$ cat src/shared/ioac_regs.svh
// Register offsets, field positions, reset values and timing counts of the input/output action block.
`ifndef IOAC_REGS_SVH
`define IOAC_REGS_SVH

`define IOAC_CLK_HZ 250000000
`define IOAC_STEP_MS 10
`define IOAC_STEP_CYC ((`IOAC_CLK_HZ / 1000) * `IOAC_STEP_MS)
`define IOAC_FLASH_MS 500
`define IOAC_FLASH_CYC ((`IOAC_CLK_HZ / 1000) * `IOAC_FLASH_MS)
`define IOAC_EXT_MAX 20
`define IOAC_DLY_MIN 1
`define IOAC_DLY_MAX 8

`define IOAC_CTRL_OFS 12'h000
`define IOAC_ACTION_OFS 12'h004
`define IOAC_OUTCFG_OFS 12'h008
`define IOAC_STATUS_OFS 12'h00c
`define IOAC_EVENT_OFS 12'h010
`define IOAC_MASK_OFS 12'h014
`define IOAC_ACK_OFS 12'h018

`define IOAC_CTRL_RST 32'h0000_0001
`define IOAC_ACTION_RST 32'h0000_0000
`define IOAC_OUTCFG_RST 32'h0000_0001

// Event bit positions.
`define IOAC_EV_TRIP 0
`define IOAC_EV_END_CW 1
`define IOAC_EV_END_CCW 2
`define IOAC_EV_SENSOR 3
`define IOAC_EV_OUT_OVL 4
`define IOAC_EV_QSTOP 5
`define IOAC_EV_WIDTH 6

`endif

$ cat src/shared/ioac_pkg.sv
// Types of the input/output action block.
`default_nettype none
package ioac_pkg;
  typedef enum logic [3:0] {
    IOAC_ACT_NONE, IOAC_ACT_TRIP, IOAC_ACT_TRIP_RESTART, IOAC_ACT_END_CW, IOAC_ACT_END_CCW,
    IOAC_ACT_WARN, IOAC_ACT_MANUAL, IOAC_ACT_EMERGENCY, IOAC_ACT_MOTOR_CW, IOAC_ACT_MOTOR_CCW,
    IOAC_ACT_QSTOP, IOAC_ACT_TRIP_RESET, IOAC_ACT_COLD_RUN
  } ioac_action_t;

  typedef enum logic [4:0] {
    IOAC_SRC_EXTERNAL, IOAC_SRC_HOST_BIT, IOAC_SRC_IN1, IOAC_SRC_IN2, IOAC_SRC_IN3, IOAC_SRC_IN4,
    IOAC_SRC_RUN_UP, IOAC_SRC_OPERATION, IOAC_SRC_COAST, IOAC_SRC_ON_TIME, IOAC_SRC_ON_CMD,
    IOAC_SRC_BRAKE, IOAC_SRC_AUX_POWER, IOAC_SRC_PREWARN, IOAC_SRC_WARN, IOAC_SRC_FAULT,
    IOAC_SRC_BUS_ERR, IOAC_SRC_DEV_ERR, IOAC_SRC_READY
  } ioac_source_t;

  // Starter state and message lines that the output may follow.
  typedef struct packed {
    logic run_up;
    logic operation;
    logic coasting;
    logic on_time;
    logic on_cmd;
    logic brake_output;
    logic auxiliary_power_on;
    logic prewarning;
    logic warning;
    logic fault;
    logic bus_error;
    logic device_error;
    logic ready;
  } ioac_starter_t;

  // Commands that the input actions hand to the starter.
  typedef struct packed {
    logic trip;
    logic trip_restart;
    logic end_cw;
    logic end_ccw;
    logic warning;
    logic manual;
    logic emergency;
    logic motor_cw;
    logic motor_ccw;
    logic quick_stop;
    logic trip_reset;
    logic cold_run;
  } ioac_cmd_t;
endpackage
`default_nettype wire

$ cat src/design/ioac_top.sv
// Input conditioning, input actions and output source selection of a motor starter, with an APB register file.
//
// Chosen here: the address map and the APB interface to the registers.
`include "ioac_regs.svh"
`default_nettype none
module ioac_top #(parameter int STEP_CYC = `IOAC_STEP_CYC, parameter int FLASH_CYC = `IOAC_FLASH_CYC) (
  input wire logic CLK,
  input wire logic RST,
  input wire logic PSEL,
  input wire logic PENABLE,
  input wire logic PWRITE,
  input wire logic [11:0] PADDR,
  input wire logic [31:0] PWDATA,
  output logic [31:0] PRDATA,
  output logic PREADY,
  output logic PSLVERR,
  input wire logic [3:0] INPUT_RAW,
  input wire logic SENSOR_OVERLOAD,
  input wire logic OUTPUT_OVERLOAD,
  input wire logic HOST_OUTPUT_BIT_TWO,
  input wire logic EXTERNAL_SOURCE,
  input wire logic MOTOR_OFF_CMD,
  input wire logic MOTOR_CMD_ACTIVE,
  input wire ioac_pkg::ioac_starter_t STARTER,
  output ioac_pkg::ioac_cmd_t ACTION_CMD,
  output logic INPUT_CONTROL,
  output logic INPUT_WARNING,
  output logic DIGITAL_OUT,
  output logic OUTPUT_ACTIVE,
  output logic BRAKE_ACTIVE,
  output logic IRQ
);
  import ioac_pkg::*;

  logic [31:0] ctrl;
  logic [31:0] action_cfg;
  logic [31:0] out_cfg;
  logic [`IOAC_EV_WIDTH-1:0] event_flags;
  logic [`IOAC_EV_WIDTH-1:0] event_mask;
  logic [`IOAC_EV_WIDTH-1:0] event_set;
  logic step_tick;
  logic [24:0] step_cnt;
  logic [27:0] flash_cnt;
  logic flash_phase;
  logic [3:0] filtered;
  logic [3:0] stretched;
  logic [3:0] cond;
  logic [3:0] cond_q;
  logic [3:0] act_level;
  logic [3:0] retained;
  logic end_cw_latch;
  logic end_ccw_latch;
  logic sensor_trip;
  logic out_trip;
  logic qstop_any;
  logic trip_reset_any;
  logic ack_write;
  logic ctrl_source;
  logic out_raw;
  logic out_gated;
  logic [4:0] delay_steps;
  logic [4:0] ext_steps;
  ioac_cmd_t cmd;

  wire wr_en = PSEL && PENABLE && PWRITE;
  wire rd_en = PSEL && PENABLE && !PWRITE;

  // Registers answer with no wait states.
  assign PREADY = 1'b1;

  function automatic ioac_action_t action_of(input logic [31:0] cfg, input int idx);
    action_of = ioac_action_t'(cfg[idx*4 +: 4]);
  endfunction

  function automatic logic known_addr(input logic [11:0] a);
    known_addr = (a == `IOAC_CTRL_OFS) || (a == `IOAC_ACTION_OFS) || (a == `IOAC_OUTCFG_OFS) ||
                 (a == `IOAC_STATUS_OFS) || (a == `IOAC_EVENT_OFS) || (a == `IOAC_MASK_OFS) ||
                 (a == `IOAC_ACK_OFS);
  endfunction

  assign PSLVERR = PSEL && PENABLE && !known_addr(PADDR);

  // The delay field counts in 10 ms steps starting at one step; out-of-range codes are clamped.
  assign delay_steps = (ctrl[3:0] < 4'(`IOAC_DLY_MIN)) ? 5'(`IOAC_DLY_MIN) :
                       (ctrl[3:0] > 4'(`IOAC_DLY_MAX)) ? 5'(`IOAC_DLY_MAX) : 5'(ctrl[3:0]);
  assign ext_steps = (ctrl[8:4] > 5'(`IOAC_EXT_MAX)) ? 5'(`IOAC_EXT_MAX) : ctrl[8:4];

  always_ff @(posedge CLK or posedge RST) begin
    if (RST) begin
      ctrl <= `IOAC_CTRL_RST;
      action_cfg <= `IOAC_ACTION_RST;
      out_cfg <= `IOAC_OUTCFG_RST;
      event_mask <= '0;
    end else if (wr_en) begin
      if (PADDR == `IOAC_CTRL_OFS) begin
        ctrl <= {12'h0, PWDATA[19:12], 3'h0, PWDATA[8:0]};
      end else if (PADDR == `IOAC_ACTION_OFS) begin
        action_cfg <= PWDATA;
      end else if (PADDR == `IOAC_OUTCFG_OFS) begin
        out_cfg <= {25'h0, PWDATA[6:0]};
      end else if (PADDR == `IOAC_MASK_OFS) begin
        event_mask <= PWDATA[`IOAC_EV_WIDTH-1:0];
      end
    end
  end

  assign ack_write = wr_en && (PADDR == `IOAC_ACK_OFS) && PWDATA[0];

  always_ff @(posedge CLK or posedge RST) begin
    if (RST) begin
      PRDATA <= '0;
    end else if (PSEL && !PENABLE && !PWRITE) begin
      if (PADDR == `IOAC_CTRL_OFS) begin
        PRDATA <= ctrl;
      end else if (PADDR == `IOAC_ACTION_OFS) begin
        PRDATA <= action_cfg;
      end else if (PADDR == `IOAC_OUTCFG_OFS) begin
        PRDATA <= out_cfg;
      end else if (PADDR == `IOAC_STATUS_OFS) begin
        PRDATA <= {16'h0, 4'h0, cond, 1'b0, end_ccw_latch, end_cw_latch, sensor_trip,
                   out_trip, BRAKE_ACTIVE, INPUT_WARNING, INPUT_CONTROL};
      end else if (PADDR == `IOAC_EVENT_OFS) begin
        PRDATA <= {26'h0, event_flags};
      end else if (PADDR == `IOAC_MASK_OFS) begin
        PRDATA <= {26'h0, event_mask};
      end else begin
        PRDATA <= '0;
      end
    end
  end

  // One 10 ms step enable shared by all filters.
  always_ff @(posedge CLK or posedge RST) begin
    if (RST) begin
      step_cnt <= '0;
      step_tick <= 1'b0;
    end else begin
      step_tick <= (step_cnt == 25'(STEP_CYC - 1));
      step_cnt <= (step_cnt == 25'(STEP_CYC - 1)) ? '0 : step_cnt + 25'h1;
    end
  end

  // Half-period counter, so the on and off phases are equally long.
  always_ff @(posedge CLK or posedge RST) begin
    if (RST) begin
      flash_cnt <= '0;
      flash_phase <= 1'b0;
    end else if (flash_cnt == 28'(FLASH_CYC - 1)) begin
      flash_cnt <= '0;
      flash_phase <= !flash_phase;
    end else begin
      flash_cnt <= flash_cnt + 28'h1;
    end
  end

  genvar i;
  generate
    for (i = 0; i < 4; i++) begin : g_in
      logic [4:0] dly_cnt;
      logic [4:0] ext_cnt;
      logic polar;
      assign polar = INPUT_RAW[i] ^ ctrl[12+i];

      // The shared step enable is not aligned to the change, so one extra step is counted to never accept early.
      always_ff @(posedge CLK or posedge RST) begin
        if (RST) begin
          dly_cnt <= '0;
          filtered[i] <= 1'b0;
        end else if (polar == filtered[i]) begin
          dly_cnt <= '0;
        end else if (step_tick) begin
          if (dly_cnt >= delay_steps) begin
            filtered[i] <= polar;
            dly_cnt <= '0;
          end else begin
            dly_cnt <= dly_cnt + 5'h1;
          end
        end
      end

      always_ff @(posedge CLK or posedge RST) begin
        if (RST) begin
          ext_cnt <= '0;
          stretched[i] <= 1'b0;
        end else if (filtered[i]) begin
          stretched[i] <= 1'b1;
          ext_cnt <= '0;
        end else if (stretched[i]) begin
          if (ext_steps == 5'h0) begin
            stretched[i] <= 1'b0;
          end else if (step_tick) begin
            ext_cnt <= ext_cnt + 5'h1;
            if (ext_cnt >= ext_steps) begin
              stretched[i] <= 1'b0;
            end
          end
        end
      end

      // Retentive inputs latch on the active edge; quick stop releases with the motor commands.
      always_ff @(posedge CLK or posedge RST) begin
        if (RST) begin
          retained[i] <= 1'b0;
        end else if (sensor_trip) begin
          retained[i] <= 1'b0;
        end else if (cond[i] && !cond_q[i]) begin
          retained[i] <= 1'b1;
        end else if (MOTOR_OFF_CMD || (action_of(action_cfg, i) == IOAC_ACT_QSTOP && !MOTOR_CMD_ACTIVE)) begin
          retained[i] <= 1'b0;
        end
      end

      assign act_level[i] = ctrl[16+i] ? retained[i] : cond[i];
    end
  endgenerate

  assign cond = sensor_trip ? 4'h0 : stretched;

  always_ff @(posedge CLK or posedge RST) begin
    if (RST) begin
      cond_q <= '0;
    end else begin
      cond_q <= cond;
    end
  end

  always_comb begin
    cmd = '0;
    for (int k = 0; k < 4; k++) begin
      if (act_level[k]) begin
        case (action_of(action_cfg, k))
          IOAC_ACT_TRIP: cmd.trip = 1'b1;
          IOAC_ACT_TRIP_RESTART: cmd.trip_restart = 1'b1;
          IOAC_ACT_END_CW: cmd.end_cw = 1'b1;
          IOAC_ACT_END_CCW: cmd.end_ccw = 1'b1;
          IOAC_ACT_WARN: cmd.warning = 1'b1;
          IOAC_ACT_MANUAL: cmd.manual = 1'b1;
          IOAC_ACT_EMERGENCY: cmd.emergency = 1'b1;
          IOAC_ACT_MOTOR_CW: cmd.motor_cw = 1'b1;
          IOAC_ACT_MOTOR_CCW: cmd.motor_ccw = 1'b1;
          IOAC_ACT_QSTOP: cmd.quick_stop = 1'b1;
          IOAC_ACT_TRIP_RESET: cmd.trip_reset = !cond_q[k];
          IOAC_ACT_COLD_RUN: cmd.cold_run = 1'b1;
          default: cmd.trip = cmd.trip;
        endcase
      end
    end
    // Quick stop wins over the motor commands.
    if (cmd.quick_stop) begin
      cmd.motor_cw = 1'b0;
      cmd.motor_ccw = 1'b0;
    end
  end

  assign qstop_any = cmd.quick_stop;
  assign trip_reset_any = cmd.trip_reset || ack_write;

  always_ff @(posedge CLK or posedge RST) begin
    if (RST) begin
      ACTION_CMD <= '0;
      end_cw_latch <= 1'b0;
      end_ccw_latch <= 1'b0;
    end else begin
      ACTION_CMD <= cmd;
      ACTION_CMD.end_cw <= end_cw_latch || cmd.end_cw;
      ACTION_CMD.end_ccw <= end_ccw_latch || cmd.end_ccw;
      if (cmd.end_cw) begin
        end_cw_latch <= 1'b1;
      end else if (MOTOR_OFF_CMD) begin
        end_cw_latch <= 1'b0;
      end
      if (cmd.end_ccw) begin
        end_ccw_latch <= 1'b1;
      end else if (MOTOR_OFF_CMD) begin
        end_ccw_latch <= 1'b0;
      end
    end
  end

  // The overload level keeps the trip set until it is gone and a trip reset is seen; only an acknowledge write resets the sensor trip.
  always_ff @(posedge CLK or posedge RST) begin
    if (RST) begin
      sensor_trip <= 1'b0;
      out_trip <= 1'b0;
    end else begin
      if (SENSOR_OVERLOAD) begin
        sensor_trip <= 1'b1;
      end else if (ack_write) begin
        sensor_trip <= 1'b0;
      end
      if (OUTPUT_OVERLOAD) begin
        out_trip <= 1'b1;
      end else if (trip_reset_any) begin
        out_trip <= 1'b0;
      end
    end
  end

  always_ff @(posedge CLK or posedge RST) begin
    if (RST) begin
      INPUT_CONTROL <= 1'b0;
      INPUT_WARNING <= 1'b0;
      BRAKE_ACTIVE <= 1'b0;
    end else begin
      INPUT_CONTROL <= cmd.manual || cmd.motor_cw || cmd.motor_ccw || cmd.quick_stop;
      INPUT_WARNING <= cmd.warning;
      BRAKE_ACTIVE <= STARTER.brake_output && !qstop_any;
    end
  end

  always_comb begin
    case (ioac_source_t'(out_cfg[4:0]))
      IOAC_SRC_EXTERNAL: ctrl_source = EXTERNAL_SOURCE;
      IOAC_SRC_HOST_BIT: ctrl_source = HOST_OUTPUT_BIT_TWO;
      IOAC_SRC_IN1: ctrl_source = cond[0];
      IOAC_SRC_IN2: ctrl_source = cond[1];
      IOAC_SRC_IN3: ctrl_source = cond[2];
      IOAC_SRC_IN4: ctrl_source = cond[3];
      IOAC_SRC_RUN_UP: ctrl_source = STARTER.run_up;
      IOAC_SRC_OPERATION: ctrl_source = STARTER.operation;
      IOAC_SRC_COAST: ctrl_source = STARTER.coasting;
      IOAC_SRC_ON_TIME: ctrl_source = STARTER.on_time;
      IOAC_SRC_ON_CMD: ctrl_source = STARTER.on_cmd;
      IOAC_SRC_BRAKE: ctrl_source = STARTER.brake_output;
      IOAC_SRC_AUX_POWER: ctrl_source = STARTER.auxiliary_power_on;
      IOAC_SRC_PREWARN: ctrl_source = STARTER.prewarning;
      IOAC_SRC_WARN: ctrl_source = STARTER.warning;
      IOAC_SRC_FAULT: ctrl_source = STARTER.fault;
      IOAC_SRC_BUS_ERR: ctrl_source = STARTER.bus_error;
      IOAC_SRC_DEV_ERR: ctrl_source = STARTER.device_error;
      IOAC_SRC_READY: ctrl_source = STARTER.ready;
      default: ctrl_source = 1'b0;
    endcase
  end

  assign out_raw = ctrl_source && (!out_cfg[6] || flash_phase);
  // An overloaded output is switched off whatever its polarity.
  assign out_gated = out_trip ? 1'b0 : (out_raw ^ out_cfg[5]);

  always_ff @(posedge CLK or posedge RST) begin
    if (RST) begin
      DIGITAL_OUT <= 1'b0;
      OUTPUT_ACTIVE <= 1'b0;
    end else begin
      DIGITAL_OUT <= out_gated;
      OUTPUT_ACTIVE <= out_gated;
    end
  end

  assign event_set[`IOAC_EV_TRIP] = cmd.trip || cmd.trip_restart;
  assign event_set[`IOAC_EV_END_CW] = cmd.end_cw;
  assign event_set[`IOAC_EV_END_CCW] = cmd.end_ccw;
  assign event_set[`IOAC_EV_SENSOR] = SENSOR_OVERLOAD;
  assign event_set[`IOAC_EV_OUT_OVL] = OUTPUT_OVERLOAD;
  assign event_set[`IOAC_EV_QSTOP] = cmd.quick_stop;

  // A read clears the flags, but an event in the same cycle stays set.
  always_ff @(posedge CLK or posedge RST) begin
    if (RST) begin
      event_flags <= '0;
    end else if (rd_en && PADDR == `IOAC_EVENT_OFS) begin
      event_flags <= event_set;
    end else begin
      event_flags <= event_flags | event_set;
    end
  end

  always_ff @(posedge CLK or posedge RST) begin
    if (RST) begin
      IRQ <= 1'b0;
    end else begin
      IRQ <= |(event_flags & event_mask);
    end
  end
endmodule
`default_nettype wire

$ cat config.mk
export PLATFORM = sky130hd
export DESIGN_NAME = ioac_top
export DESIGN_NICKNAME = d
export VERILOG_FILES = /design/src/shared/ioac_pkg.sv /design/src/design/ioac_top.sv
export VERILOG_INCLUDE_DIRS = /design/src /design/src/shared
export SDC_FILE = /design/constraint.sdc
export NUM_CORES = 1
export LEC_CHECK = 0
export BUFFER_PORTS_ARGS = -buffer_cell sky130_fd_sc_hd__buf_2
export CAP_MARGIN = 10
export CORE_MARGIN = 10
export CORE_UTILIZATION = 30
export CTS_BUF_LIST = sky130_fd_sc_hd__clkbuf_4
export DETAILED_ROUTE_END_ITERATION = 10
export GPL_ROUTABILITY_DRIVEN = 0
export PLACE_DENSITY = 0.48
export SKIP_CTS_REPAIR_TIMING = 1
export SYNTH_ARGS = -nofsm -noshare
export SYNTH_HDL_FRONTEND = slang
export SYNTH_SLANG_ARGS = --single-unit
$ cat constraint.sdc
create_clock -name CLK -period 9 [get_ports CLK]
set_input_delay 0.45 -clock CLK [delete_from_list [all_inputs] [get_ports CLK]]
set_output_delay 0.45 -clock CLK [all_outputs]
set_load 0.05 [all_outputs]
==> results by group <==
Critical path
  – Worst EP required: 9560 ps
  – Origin of the critical flop-to-flop path: ctrl[0]
  – CP max stage cell: a2111oi_2
  – Critical Path AT: around 3400 ps
  – Endpoint class of the critical path: flip-flop
  – CP startpoint kind: flip-flop
  – Critical path class: flip-flop to flip-flop
  – Crit path buf inv count: 0
  – Largest delay contributor family on the critical path: compound AO/OA/AOI/OAI gates
  – CP Depth: 9
  – Max incr delay on CP: about 610 ps
  – Worst setup path startpoint: ctrl[0]
  – Reg2Reg Depth: 9
  – Worst-path cell chain: nor2_1 -> nor2_1 -> ha_1 -> nand2b_1 -> a21o_1 -> a21o_1 -> a2111oi_2 -> nand2_1 -> o21ai_0
  – Reg-to-reg critical path endpoint: g_in[3].dly_cnt[4]
  – Reg-to-reg slack, setup: 6190 ps
  – Crit Path Max Fanout: 5

Timing
  – Final period util: 0.3128
  – Final setup margin: 6185 ps
  – Final hold vios: 0
  – RSZ-0062 raised after global routing: false
  – Pins Over Slew Limit: 0
  – Fin crit period: approximately 2800 ps
  – Fin Hold WS: 58.30 ps
  – Final setup fails: 0
  – Actual slew at the worst max-slew pin: 1036 ps
  – Slew HR: 0.3066
  – Clock Skews: 28.58 ps
  – Fmax: approximately 360 MHz
  – Setup TNS: 0 ps

Min path
  – Worst min-delay path class: input pin to flip-flop
  – Worst Hold End: ctrl[12]
  – HP Start: PWDATA[12]
  – Worst hold stages: 2

Placement
  – DP Worst Slack: 5752 ps
  – I/O Buffers: roughly 120
  – Detailed Place HPWL: 22.48 mm

Run
  – Max-cap viol count: 0

Global routing
  – Gr usage total: 0.1325
  – Largest net degree at the start of global routing: 107
  – Grt total ovfl: 0
  – First-pass GRT wire length: 49.96 mm
  – Antenna violations before repair: 2
  – Vias in the first global route: 8784

Clock tree
  – Worst-case clock buffer depth: 3
  – Clock slew at reported path FFs: 60 ps
  – Root buffer cell: clkbuf_4
  – Clock Latency Late Sink: between 600 and 700 ps
  – H-tree levels: 3
  – Num CTS Buffers: 68
  – TritonCTS clock tree: built
  – Clock sink count: 231

Yosys
  – Synthesized instance count: 1100
  – FF+latch count, synth: 231
  – Net count after synthesis: 1214
  – Warnings, synthesis: 0
  – Unique masters post-synth: between 60 and 70
  – EDFF count, synth: 0
  – Synth Flop Type: dfrtp_1
  – Mapped cell area: 0.01156 mm²
  – Async S/R FF share, synth: 1.000
  – Synthesized area per cell: 10.51 µm²
  – Seq/Total Area, Yosys: 0.5003

Layout
  – Layout filler cell count: 3919
  – # nets final: 1394
  – Layout cells sized above 1: 0.2396
  – Area Overhead vs Synth: 18.98%

Routing
  – Total number of vias: 8801
  – First-pass DRT Iterations: 4
  – DRC: 0
  – Detailed Route WL: 31.36 mm
  – Initial drt markers: 562
  – Vias/cell: 4.807
  – Routed Antenna Nets: 0
  – Routed WL per cell: 17.13 µm

Floorplanning
  – DIE AREA: 0.04678 mm²
  – Die H: 216.3 µm
  – Die W: 216.3 µm
  – Ports: 124
  – Core area: 0.03784 mm²
  – Row cnt: 71
  – Initial core utilization: 0.3054

Power and ir drop
  – Pwr/cell area: 152.7 mW/mm²
  – VDD IR-drop max: 78.38 µV
  – Total power: 2.100 mW
  – Static Leak: 6.693 nW

Run status
  – Outcome: finished clean
-- how the worst max path moves through the flow --
| stage | slack, ps | end |
|---|---|---|
| after floorplan | 2220 | ACTION_CMD[0] |
| after global placement | 5810 | ctrl[8] |
| after detailed placement | 5750 | ctrl[8] |
| after CTS | 6170 | g_in[3].dly_cnt[4] |
| after global routing | 5880 | g_in[0].dly_cnt[4] |
| final | 6190 | g_in[3].dly_cnt[4] |
-- through the flow --
stage / area [µm²] / utilization / std cells
detailed placement: 12650 / 0.3344 / 1692
global route: 13750 / 0.3634 / 1831
CTS: 13460 / 0.3557 / 1801
global placement: 12650 / 0.3344 / 1692
finish: 13750 / 0.3634 / 1831
floorplan: 11560 / - / 1100
-- layer usage --
layer | wire length (µm) | share of wire | track usage | vias up
met5 | 0 | 0 | 0 | -
met4 | 541 | 0.017 | 0.04241 | 0
met3 | 2069 | 0.066 | 0.04123 | 52
met2 | 13170 | 0.42 | 0.1873 | 240
met1 | 15580 | 0.50 | 0.1876 | 4255
li1 | - | - | - | 4254
-- state kept, by name, indices dropped and copies added (netlist names), 4 cells and up --
name and count:
flash_cnt 28, filtered 4, ACTION_CMD 11, retained 4, out_cfg 7, g_in.ext_cnt 20, g_in.dly_cnt 20, step_cnt 25
cond_q 4, PRDATA 32, event_flags 6, event_mask 6, stretched 4, ctrl 17, action_cfg 32
-- cells by family (layout without fill, tap and decap cells) --
logic type / count (synthesis) / in the layout / synth area share
adder cells (fa/ha/maj): 45 / 45 / 0.04806
AND/OR/NAND/NOR: 416 / 416 / 0.1741
AO/OA/AOI/OAI: 161 / 161 / 0.09656
XOR/XNOR: 78 / 78 / 0.05910
buffers and inverters: 75 / 294 / 0.02706
other: 1 / 2 / 0.0003244
multiplexers: 93 / 93 / 0.09450
flip-flops: 231 / 231 / 0.5003
-- cells in the final DEF (no fill, tap or decap), drive strengths merged, types with 26 or more instances in the layout --
| cell type | n |
|---|---|
| nand4 | 26 |
| xor2 | 43 |
| dlygate4sd3 | 29 |
| dfrtp | 229 |
| clkbuf | 91 |
| nand3 | 37 |
| mux2 | 69 |
| nand2b | 26 |
| nor2 | 102 |
| buf | 127 |
| ha | 42 |
| xnor2 | 35 |
| o21ai | 47 |
| nand2 | 144 |
| inv | 32 |
-- layout make-up --
| type | count | area (µm²) | area share |
|---|---|---|---|
| Inverter | 29 | 116.4 | 0.008462 |
| Antenna cell | 1 | 2.502 | 0.0001820 |
| Timing Repair Buffer | 156 | 938.4 | 0.06824 |
| Tap cell | 511 | 639.4 | 0.04649 |
| Sequential cell | 231 | 5783 | 0.4205 |
| Multi-Input combinational cell | 794 | 5468 | 0.3976 |
| Clock inverter | 18 | 121.4 | 0.008825 |
| Clock buffer | 91 | 683.2 | 0.04968 |
-- synth_stat cells (6+ instances only) --
| cell | n | area share |
|---|---|---|
| a21o_1 | 24 | 0.016 |
| and3_1 | 16 | 0.0087 |
| a21oi_1 | 12 | 0.0052 |
| o21ai_0 | 47 | 0.020 |
| mux2_2 | 58 | 0.057 |
| xor2_1 | 43 | 0.033 |
| nand2_1 | 144 | 0.047 |
| ha_1 | 42 | 0.045 |
| o211ai_1 | 6 | 0.0039 |
| nand3_1 | 37 | 0.016 |
| nand4_1 | 26 | 0.014 |
| nand2b_1 | 26 | 0.014 |
| clkbuf_1 | 31 | 0.010 |
| nor2b_1 | 7 | 0.0038 |
| inv_1 | 29 | 0.0094 |
| dfrtp_1 | 229 | 0.50 |
| mux2i_1 | 21 | 0.018 |
| nor2_1 | 102 | 0.033 |
| a211oi_1 | 7 | 0.0045 |
| nor3_1 | 9 | 0.0039 |
| xnor2_1 | 35 | 0.027 |
| or3_1 | 10 | 0.0054 |
| a22o_1 | 10 | 0.0076 |
| buf_1 | 6 | 0.0019 |
| mux2_4 | 10 | 0.013 |
| a22oi_1 | 12 | 0.0078 |
| o22ai_1 | 12 | 0.0065 |
-- power breakdown --
group	switching (mW)	internal [mW]	total, mW
Sequential	0.00494	1.04	1.05
Clock	0.445	0.521	0.967
Combinational	0.0556	0.0312	0.0868
Total	0.506	1.59	2.10
Note: power is estimated with default switching activity, not from simulation.
